==> src/inc/vector_map.vh <==
`ifndef VECTOR_MAP_VH
`define VECTOR_MAP_VH

// ------------------------------------------------------------
// widths and counts
// ------------------------------------------------------------
`define ADDR_W            14
`define NUM_W             5
`define SRC_COUNT         25
`define SRC_IDX_W         5
`define SETTLE_W          2
`define SETTLE_CYCLES     2'h3
`define SETTLE_DONE       2'h0
`define VEC_NUM_BASE      5'h02

// ------------------------------------------------------------
// fuse coding and reset placement
// ------------------------------------------------------------
`define FUSE_PROGRAMMED   1'b0
`define RESET_ADDR        14'h0000
`define BOOT_RESET_SMALL  14'h0c00
`define BOOT_RESET_LARGE  14'h1c00

// ------------------------------------------------------------
// nominal two-word table, vector index 1 to 25
// ------------------------------------------------------------
`define VEC_EXT0          14'h0002
`define VEC_EXT1          14'h0004
`define VEC_PC0           14'h0006
`define VEC_PC1           14'h0008
`define VEC_PC2           14'h000a
`define VEC_WDOG          14'h000c
`define VEC_T2_CMPA       14'h000e
`define VEC_T2_CMPB       14'h0010
`define VEC_T2_WRAP       14'h0012
`define VEC_T1_CAPTURE    14'h0014
`define VEC_T1_CMPA       14'h0016
`define VEC_T1_CMPB       14'h0018
`define VEC_T1_WRAP       14'h001a
`define VEC_T0_CMPA       14'h001c
`define VEC_T0_CMPB       14'h001e
`define VEC_T0_WRAP       14'h0020
`define VEC_SER_DONE      14'h0022
`define VEC_RX_DONE       14'h0024
`define VEC_TX_EMPTY      14'h0026
`define VEC_TX_DONE       14'h0028
`define VEC_CONV_DONE     14'h002a
`define VEC_EEP_READY     14'h002c
`define VEC_COMPARATOR    14'h002e
`define VEC_TWO_WIRE      14'h0030
`define VEC_STORE_READY   14'h0032

`endif

==> src/core/vector_placement.v <==
`timescale 1ns/100ps
`default_nettype none
`include "vector_map.vh"

module vector_placement (
   input  wire                   clock,
   input  wire                   resetn,
   input  wire                   boot_reset_fuse,
   input  wire                   large_variant,
   input  wire                   vector_base_select,
   input  wire                   global_enable,
   input  wire                   irq_accept,
   input  wire                   irq_return,
   input  wire                   external_request_zero,
   input  wire                   external_request_one,
   input  wire                   pin_change_request_zero,
   input  wire                   pin_change_request_one,
   input  wire                   pin_change_request_two,
   input  wire                   watchdog_timeout_event,
   input  wire                   timer2_compare_match_a,
   input  wire                   timer2_compare_match_b,
   input  wire                   timer2_counter_overflow,
   input  wire                   timer1_capture_event,
   input  wire                   timer1_compare_match_a,
   input  wire                   timer1_compare_match_b,
   input  wire                   timer1_counter_overflow,
   input  wire                   timer0_compare_match_a,
   input  wire                   timer0_compare_match_b,
   input  wire                   timer0_counter_overflow,
   input  wire                   serial_transfer_complete,
   input  wire                   serial_rx_complete,
   input  wire                   tx_buffer_empty,
   input  wire                   serial_tx_complete,
   input  wire                   conversion_complete,
   input  wire                   eeprom_ready_event,
   input  wire                   comparator_event,
   input  wire                   two_wire_serial_event,
   input  wire                   program_store_ready,
   input  wire [`SRC_COUNT-1:0]  source_enable,
   output wire                   start_valid,
   output wire [`ADDR_W-1:0]     start_address,
   output wire                   irq_valid,
   output wire [`ADDR_W-1:0]     vector_address,
   output wire [`NUM_W-1:0]      vector_number,
   output wire [`SRC_COUNT-1:0]  source_ack,
   output wire                   in_service
);

   // ------------------------------------------------------------
   // states
   // ------------------------------------------------------------
   localparam [4:0] ST_SETTLE  = 5'h01;
   localparam [4:0] ST_START   = 5'h02;
   localparam [4:0] ST_IDLE    = 5'h04;
   localparam [4:0] ST_OFFER   = 5'h08;
   localparam [4:0] ST_SERVICE = 5'h10;

   // ------------------------------------------------------------
   // nominal two-word table
   // ------------------------------------------------------------
   function [`ADDR_W-1:0] nominal_address;
      input [`SRC_IDX_W-1:0] src;
      begin
         case (src)
            5'h00: nominal_address = `VEC_EXT0;
            5'h01: nominal_address = `VEC_EXT1;
            5'h02: nominal_address = `VEC_PC0;
            5'h03: nominal_address = `VEC_PC1;
            5'h04: nominal_address = `VEC_PC2;
            5'h05: nominal_address = `VEC_WDOG;
            5'h06: nominal_address = `VEC_T2_CMPA;
            5'h07: nominal_address = `VEC_T2_CMPB;
            5'h08: nominal_address = `VEC_T2_WRAP;
            5'h09: nominal_address = `VEC_T1_CAPTURE;
            5'h0a: nominal_address = `VEC_T1_CMPA;
            5'h0b: nominal_address = `VEC_T1_CMPB;
            5'h0c: nominal_address = `VEC_T1_WRAP;
            5'h0d: nominal_address = `VEC_T0_CMPA;
            5'h0e: nominal_address = `VEC_T0_CMPB;
            5'h0f: nominal_address = `VEC_T0_WRAP;
            5'h10: nominal_address = `VEC_SER_DONE;
            5'h11: nominal_address = `VEC_RX_DONE;
            5'h12: nominal_address = `VEC_TX_EMPTY;
            5'h13: nominal_address = `VEC_TX_DONE;
            5'h14: nominal_address = `VEC_CONV_DONE;
            5'h15: nominal_address = `VEC_EEP_READY;
            5'h16: nominal_address = `VEC_COMPARATOR;
            5'h17: nominal_address = `VEC_TWO_WIRE;
            5'h18: nominal_address = `VEC_STORE_READY;
            default: nominal_address = `RESET_ADDR;
         endcase
      end
   endfunction

   // ------------------------------------------------------------
   // strap synchronisation
   // ------------------------------------------------------------
   wire [1:0] strap_sync;

   sync_two_stage #(
      .WIDTH (2)
   ) u_strap_sync (
      .clock    (clock),
      .resetn   (resetn),
      .async_in ({large_variant, boot_reset_fuse}),
      .sync_out (strap_sync)
   );

   // ------------------------------------------------------------
   // request gathering
   // ------------------------------------------------------------
   wire [`SRC_COUNT-1:0] pending;
   wire [`SRC_COUNT-1:0] eligible;

   assign pending = {program_store_ready,      two_wire_serial_event,
                     comparator_event,         eeprom_ready_event,
                     conversion_complete,      serial_tx_complete,
                     tx_buffer_empty,          serial_rx_complete,
                     serial_transfer_complete, timer0_counter_overflow,
                     timer0_compare_match_b,   timer0_compare_match_a,
                     timer1_counter_overflow,  timer1_compare_match_b,
                     timer1_compare_match_a,   timer1_capture_event,
                     timer2_counter_overflow,  timer2_compare_match_b,
                     timer2_compare_match_a,   watchdog_timeout_event,
                     pin_change_request_two,   pin_change_request_one,
                     pin_change_request_zero,  external_request_one,
                     external_request_zero};

   assign eligible = pending & source_enable;

   reg [`SRC_IDX_W-1:0] winner;
   reg                  any_eligible;
   integer              i;

   always @* begin
      winner       = 5'h00;
      any_eligible = 1'b0;
      for (i = `SRC_COUNT - 1; i >= 0; i = i - 1) begin
         if (eligible[i]) begin
            winner       = i[`SRC_IDX_W-1:0];
            any_eligible = 1'b1;
         end
      end
   end

   // ------------------------------------------------------------
   // registers
   // ------------------------------------------------------------
   reg [4:0]              state_reg;
   reg [4:0]              state_next;
   reg [`SETTLE_W-1:0]    settle_reg;
   reg                    fuse_reg;
   reg                    large_reg;
   reg                    start_valid_reg;
   reg [`ADDR_W-1:0]      start_address_reg;
   reg [`ADDR_W-1:0]      vector_address_reg;
   reg [`NUM_W-1:0]       vector_number_reg;
   reg [`SRC_IDX_W-1:0]   source_reg;
   reg [`SRC_COUNT-1:0]   source_ack_reg;

   // ------------------------------------------------------------
   // address arithmetic
   // ------------------------------------------------------------
   wire [`ADDR_W-1:0] boot_base;
   wire [`ADDR_W-1:0] nominal_entry;
   wire [`ADDR_W-1:0] table_entry;
   wire [`ADDR_W-1:0] placed_entry;
   wire [`ADDR_W-1:0] reset_target;

   assign boot_base = large_reg ? `BOOT_RESET_LARGE : `BOOT_RESET_SMALL;

   assign nominal_entry = nominal_address(winner);

   assign table_entry = large_reg ? nominal_entry
                                  : {1'b0, nominal_entry[`ADDR_W-1:1]};

   assign placed_entry = vector_base_select ? table_entry + boot_base : table_entry;

   assign reset_target = (fuse_reg == `FUSE_PROGRAMMED) ? boot_base : `RESET_ADDR;

   // ------------------------------------------------------------
   // next state
   // ------------------------------------------------------------
   always @* begin
      state_next = state_reg;
      case (state_reg)
         ST_SETTLE: begin
            if (settle_reg == `SETTLE_DONE) begin
               state_next = ST_START;
            end
         end
         ST_START: begin
            state_next = ST_IDLE;
         end
         ST_IDLE: begin
            if (global_enable && any_eligible) begin
               state_next = ST_OFFER;
            end
         end
         ST_OFFER: begin
            if (irq_accept) begin
               state_next = ST_SERVICE;
            end
         end
         ST_SERVICE: begin
            if (irq_return) begin
               state_next = ST_IDLE;
            end
         end
         default: begin
            state_next = ST_SETTLE;
         end
      endcase
   end

   // ------------------------------------------------------------
   // sequential
   // ------------------------------------------------------------
   always @(posedge clock or negedge resetn) begin
      if (!resetn) begin
         state_reg          <= ST_SETTLE;
         settle_reg         <= `SETTLE_CYCLES;
         fuse_reg           <= 1'b1;
         large_reg          <= 1'b1;
         start_valid_reg    <= 1'b0;
         start_address_reg  <= `RESET_ADDR;
         vector_address_reg <= `RESET_ADDR;
         vector_number_reg  <= 5'h00;
         source_reg         <= 5'h00;
         source_ack_reg     <= {`SRC_COUNT{1'b0}};
      end else begin
         state_reg       <= state_next;
         start_valid_reg <= 1'b0;
         source_ack_reg  <= {`SRC_COUNT{1'b0}};
         case (state_reg)
            ST_SETTLE: begin
               // straps caught after synchroniser settles
               if (settle_reg != `SETTLE_DONE) begin
                  settle_reg <= settle_reg - 2'h1;
               end else begin
                  fuse_reg  <= strap_sync[0];
                  large_reg <= strap_sync[1];
               end
            end
            ST_START: begin
               start_valid_reg   <= 1'b1;
               start_address_reg <= reset_target;
            end
            ST_IDLE: begin
               if (global_enable && any_eligible) begin
                  source_reg         <= winner;
                  vector_address_reg <= placed_entry;
                  vector_number_reg  <= winner + `VEC_NUM_BASE;
               end
            end
            ST_OFFER: begin
               if (irq_accept) begin
                  source_ack_reg[source_reg] <= 1'b1;
               end
            end
            default: begin
               source_ack_reg <= {`SRC_COUNT{1'b0}};
            end
         endcase
      end
   end

   // ------------------------------------------------------------
   // outputs
   // ------------------------------------------------------------
   assign start_valid    = start_valid_reg;
   assign start_address  = start_address_reg;
   assign irq_valid      = (state_reg == ST_OFFER);
   assign vector_address = vector_address_reg;
   assign vector_number  = vector_number_reg;
   assign source_ack     = source_ack_reg;
   assign in_service     = (state_reg == ST_SERVICE);

endmodule

`default_nettype wire

==> src/core/sync_two_stage.v <==
`timescale 1ns/100ps
`default_nettype none

module sync_two_stage #(
   parameter WIDTH = 2
) (
   input  wire             clock,
   input  wire             resetn,
   input  wire [WIDTH-1:0] async_in,
   output wire [WIDTH-1:0] sync_out
);

   reg [WIDTH-1:0] meta_reg;
   reg [WIDTH-1:0] stable_reg;

   always @(posedge clock or negedge resetn) begin
      if (!resetn) begin
         meta_reg   <= {WIDTH{1'b1}};
         stable_reg <= {WIDTH{1'b1}};
      end else begin
         meta_reg   <= async_in;
         stable_reg <= meta_reg;
      end
   end

   assign sync_out = stable_reg;

endmodule

`default_nettype wire

==> config.mk <==
export PLATFORM = sky130hd
export DESIGN_NAME = vector_placement
export DESIGN_NICKNAME = d
export VERILOG_FILES = /design/src/core/vector_placement.v /design/src/core/sync_two_stage.v
export VERILOG_INCLUDE_DIRS = /design/src /design/src/inc
export SDC_FILE = /design/constraint.sdc
export NUM_CORES = 1
export LEC_CHECK = 0
export ABC_CLOCK_PERIOD_IN_PS = 2500
export BUFFER_PORTS_ARGS = -buffer_cell sky130_fd_sc_hd__buf_2
export CORE_AREA = 2 2 81 83
export CTS_CLUSTER_DIAMETER = 120
export DETAILED_ROUTE_END_ITERATION = 6
export DIE_AREA = 0 0 83 85
export PLACE_DENSITY_LB_ADDON = 0.12
export SLEW_MARGIN = 20
export SYNTH_ARGS = -nofsm -noshare
export SYNTH_HDL_FRONTEND = slang
export SYNTH_HIERARCHICAL = 1
export SYNTH_SLANG_ARGS = --single-unit
==> constraint.sdc <==
create_clock -name clock -period 2.5 [get_ports clock]
set_input_delay 0.375 -clock clock [delete_from_list [all_inputs] [get_ports clock]]
set_output_delay 0.375 -clock clock [all_outputs]
set_load 0.01 [all_outputs]
==> flow_summary.ini <==
[synth]
synthArstFlopShare_pct = 100
synth_seq_cells = 58
syn-cell-area_sq_um = 2860
ys.flop_type = dfrtp_1
synth.most_common_cell = nand2_1
synth_edf_count = 0
yosysTopAreaCell = dfrtp_1
ys_seq_area_share_pct = 51.2
synth.area.top_cells = dfrtp_1 (43%), dfstp_2 (8.3%), nand2_1 (7.0%), nor2_1 (5.1%), buf_4 (5.0%)
ys_top_cells_by_count = nand2_1 (53), dfrtp_1 (49), nor2_1 (39)
synth_cells = 291
netlist-cell-type-count = 53
syn-mean-instance-area_sq_um = 9.82
yosys_warnings = 6
synth_top_area_share_pct = 42.9

[critical_path]
crit_required_ns = 2.72
slowest_stage = nor2b_1
path_delay_family = simple AND/OR/NAND/NOR gates
crit_arrival_ns = 2.49
crit_chain = nor3_1 > and3b_1 > nor2b_1 > o221ai_1 > o21a_1
critPathCaptureType = flip-flop
startpoint_type = flip-flop
max_stage_delay_ns = 0.79
path_buf_inv = 0
cp_max_fo = 16
path_depth = 5
reg2reg_depth = 5
path_class = reg2reg

[timing]
max_freq_mhz = 440
min_period_over_period_pct = 90.9
hold_viol_final = 0
rsz0062_at_grt = false
worst_slew_pin_slew_ns = 0.976
report.final.slew_viol_count = 0
fin_setup_tns_ns = 0
finClkSkew_ns = 0.00603
relSlewSlack_pct = 34.8
finalCriticalPeriod_ns = 2.27
setup_violations = 0

[cts]
cts_root_buf = clkbuf_8
post_cts_resized = 0
clock_latency_ns = 0.33
post_cts_buffers = 0
cts_sinks = 58
numCtsBuffers = 9
clk_pin_slew_ns = 0.06
cts_tree = yes
hold_buffers = 0
clock_path_buffers = 2
h-tree-depth = 3

[routing]
vias_per_cell = 5.00
vias = 2417
wl_per_cell_um = 12.4
met1_length_mm = 2.66
final_antenna_net_count = 0
routed.top_layer = met4
first_pass_iters = 4
drt-total-wl_mm = 6.00
drcViolationCount = 0
wl_met2_mm = 2.90
route.met3.wl_um = 326
drt_iter0_markers = 70

[place]
portBuffers = 102
dp_hpwl_mm = 4.74
gp_congestion = 0.740

[layout]
utilization_pct = 58.4
largest_register_ffs = 25
area_growth_pct = 26.8
diodes = 0
drive_above_1_share_pct = 35.7
layout.nets = 461

[pwr]
combinationalPowerShare_pct = 27.8
switching_power_uw = 960
netSwitchingFraction_pct = 32.0
intPower_uw = 2040
pwr_density_cell_nw_per_um2 = 828
p_clk_share_pct = 28.8
ir_drop_v = 0.000463
power_leakage_uw = 0.00186
p_seq_share_pct = 43.4

[global_routing]
grt_usage_pct = 18.0
grt_pass1_wl_mm = 10.2
grt_start_max_net_pins = 33
grt.overflow.total = 0
antenna_found_initial = 0
grt_pass1_vias = 2342

[die]
rows = 29
dieWidth_um = 83
pin_count = 119
die-area_sq_um = 7060
core-area_sq_um = 6200
die_h_um = 85
start_util_pct = 46.0

[flow_run]
drv_cap = 0

[min_path]
hp-class = in2async

[outcome]
outcome = complete, no violations
[stage by stage]
stage	instances	instance area (sq um)	setup slack, ns	hold slack [ns]	total power [uW]
final	483	3620	0.228	0.100	3000
after global placement	467	3420	0.183	0.347	2150
after floorplan	306	2910	0.496	0.0794	1880
after global routing	483	3620	0.0142	0.133	3200
after CTS	483	3620	0.209	0.112	3040
after detailed placement	467	3420	0.142	0.349	2160
[layout make-up]
class	instances	area [sq um]
Sequential cell	58	1460
Inverter	5	18.8
Multi-Input combinational cell	218	1260
Timing Repair Buffer	109	576
Tap cell	77	96.3
Clock buffer	12	155
Clock inverter	4	50.0
Fill cell	573	2580
[worst register-to-register path, stage by stage (launching register included)]
cell	delay, ns
dfrtp_1	0.43
nor3_1	0.27
and3b_1	0.25
nor2b_1	0.79
o221ai_1	0.27
o21a_1	0.16
[worst paths after layout]
kind | end | slack (ns) | start
setup reg to reg | vector_address[4] | 0.23 | state_reg[4]
hold / removal | start_address[11] | 0.10 | resetn
hold reg to reg | u_strap_sync/sync_out[1] | 0.36 | u_strap_sync/meta_reg[1]
setup / recovery | vector_address[4] | 0.23 | state_reg[4]
max in group asynchronous | fuse_reg | 1.75 | resetn
min in group clock | u_strap_sync/meta_reg[1] | 0.14 | large_variant
[power by group through the flow]
stage	Sequential [uW]	Combinational (uW)	Clock, uW
floorplan	1310	572	0
global placement	1320	832	0
detailed placement	1320	843	0
CTS	1310	843	888
global route	1330	938	930
finish	1300	833	864
[cell usage in the layout (no fill, tap or decap), types with 6 or more instances in the layout]
cell and instances:
buf_4 6, dfrtp_1 49, buf_2 102, dfstp_2 9, nand2_1 53, a21oi_1 8, nor2_1 39, o21ai_0 11
a22o_1 10, conb_1 16, clkbuf_8 11
[metal layers]
layer  GRT usage [%]  vias up
met5               0        -
met4            8.49        0
met3            3.21       10
met2            31.3       91
met1            21.9     1106
li1                -     1210
[cells by family (layout without fill, tap and decap cells)]
logic type | count (synthesis) | in the layout | synth area share [%]
buf+inv | 30 | 130 | 6.53
flops | 58 | 58 | 51.2
compound gates | 61 | 61 | 16.1
xor+xnor | 4 | 4 | 1.23
simple gates | 129 | 129 | 21.6
other cells | 1 | 16 | 0.131
mux | 6 | 6 | 2.32
fa+ha+maj | 2 | 2 | 0.876
(Power assumes the default switching activity.)
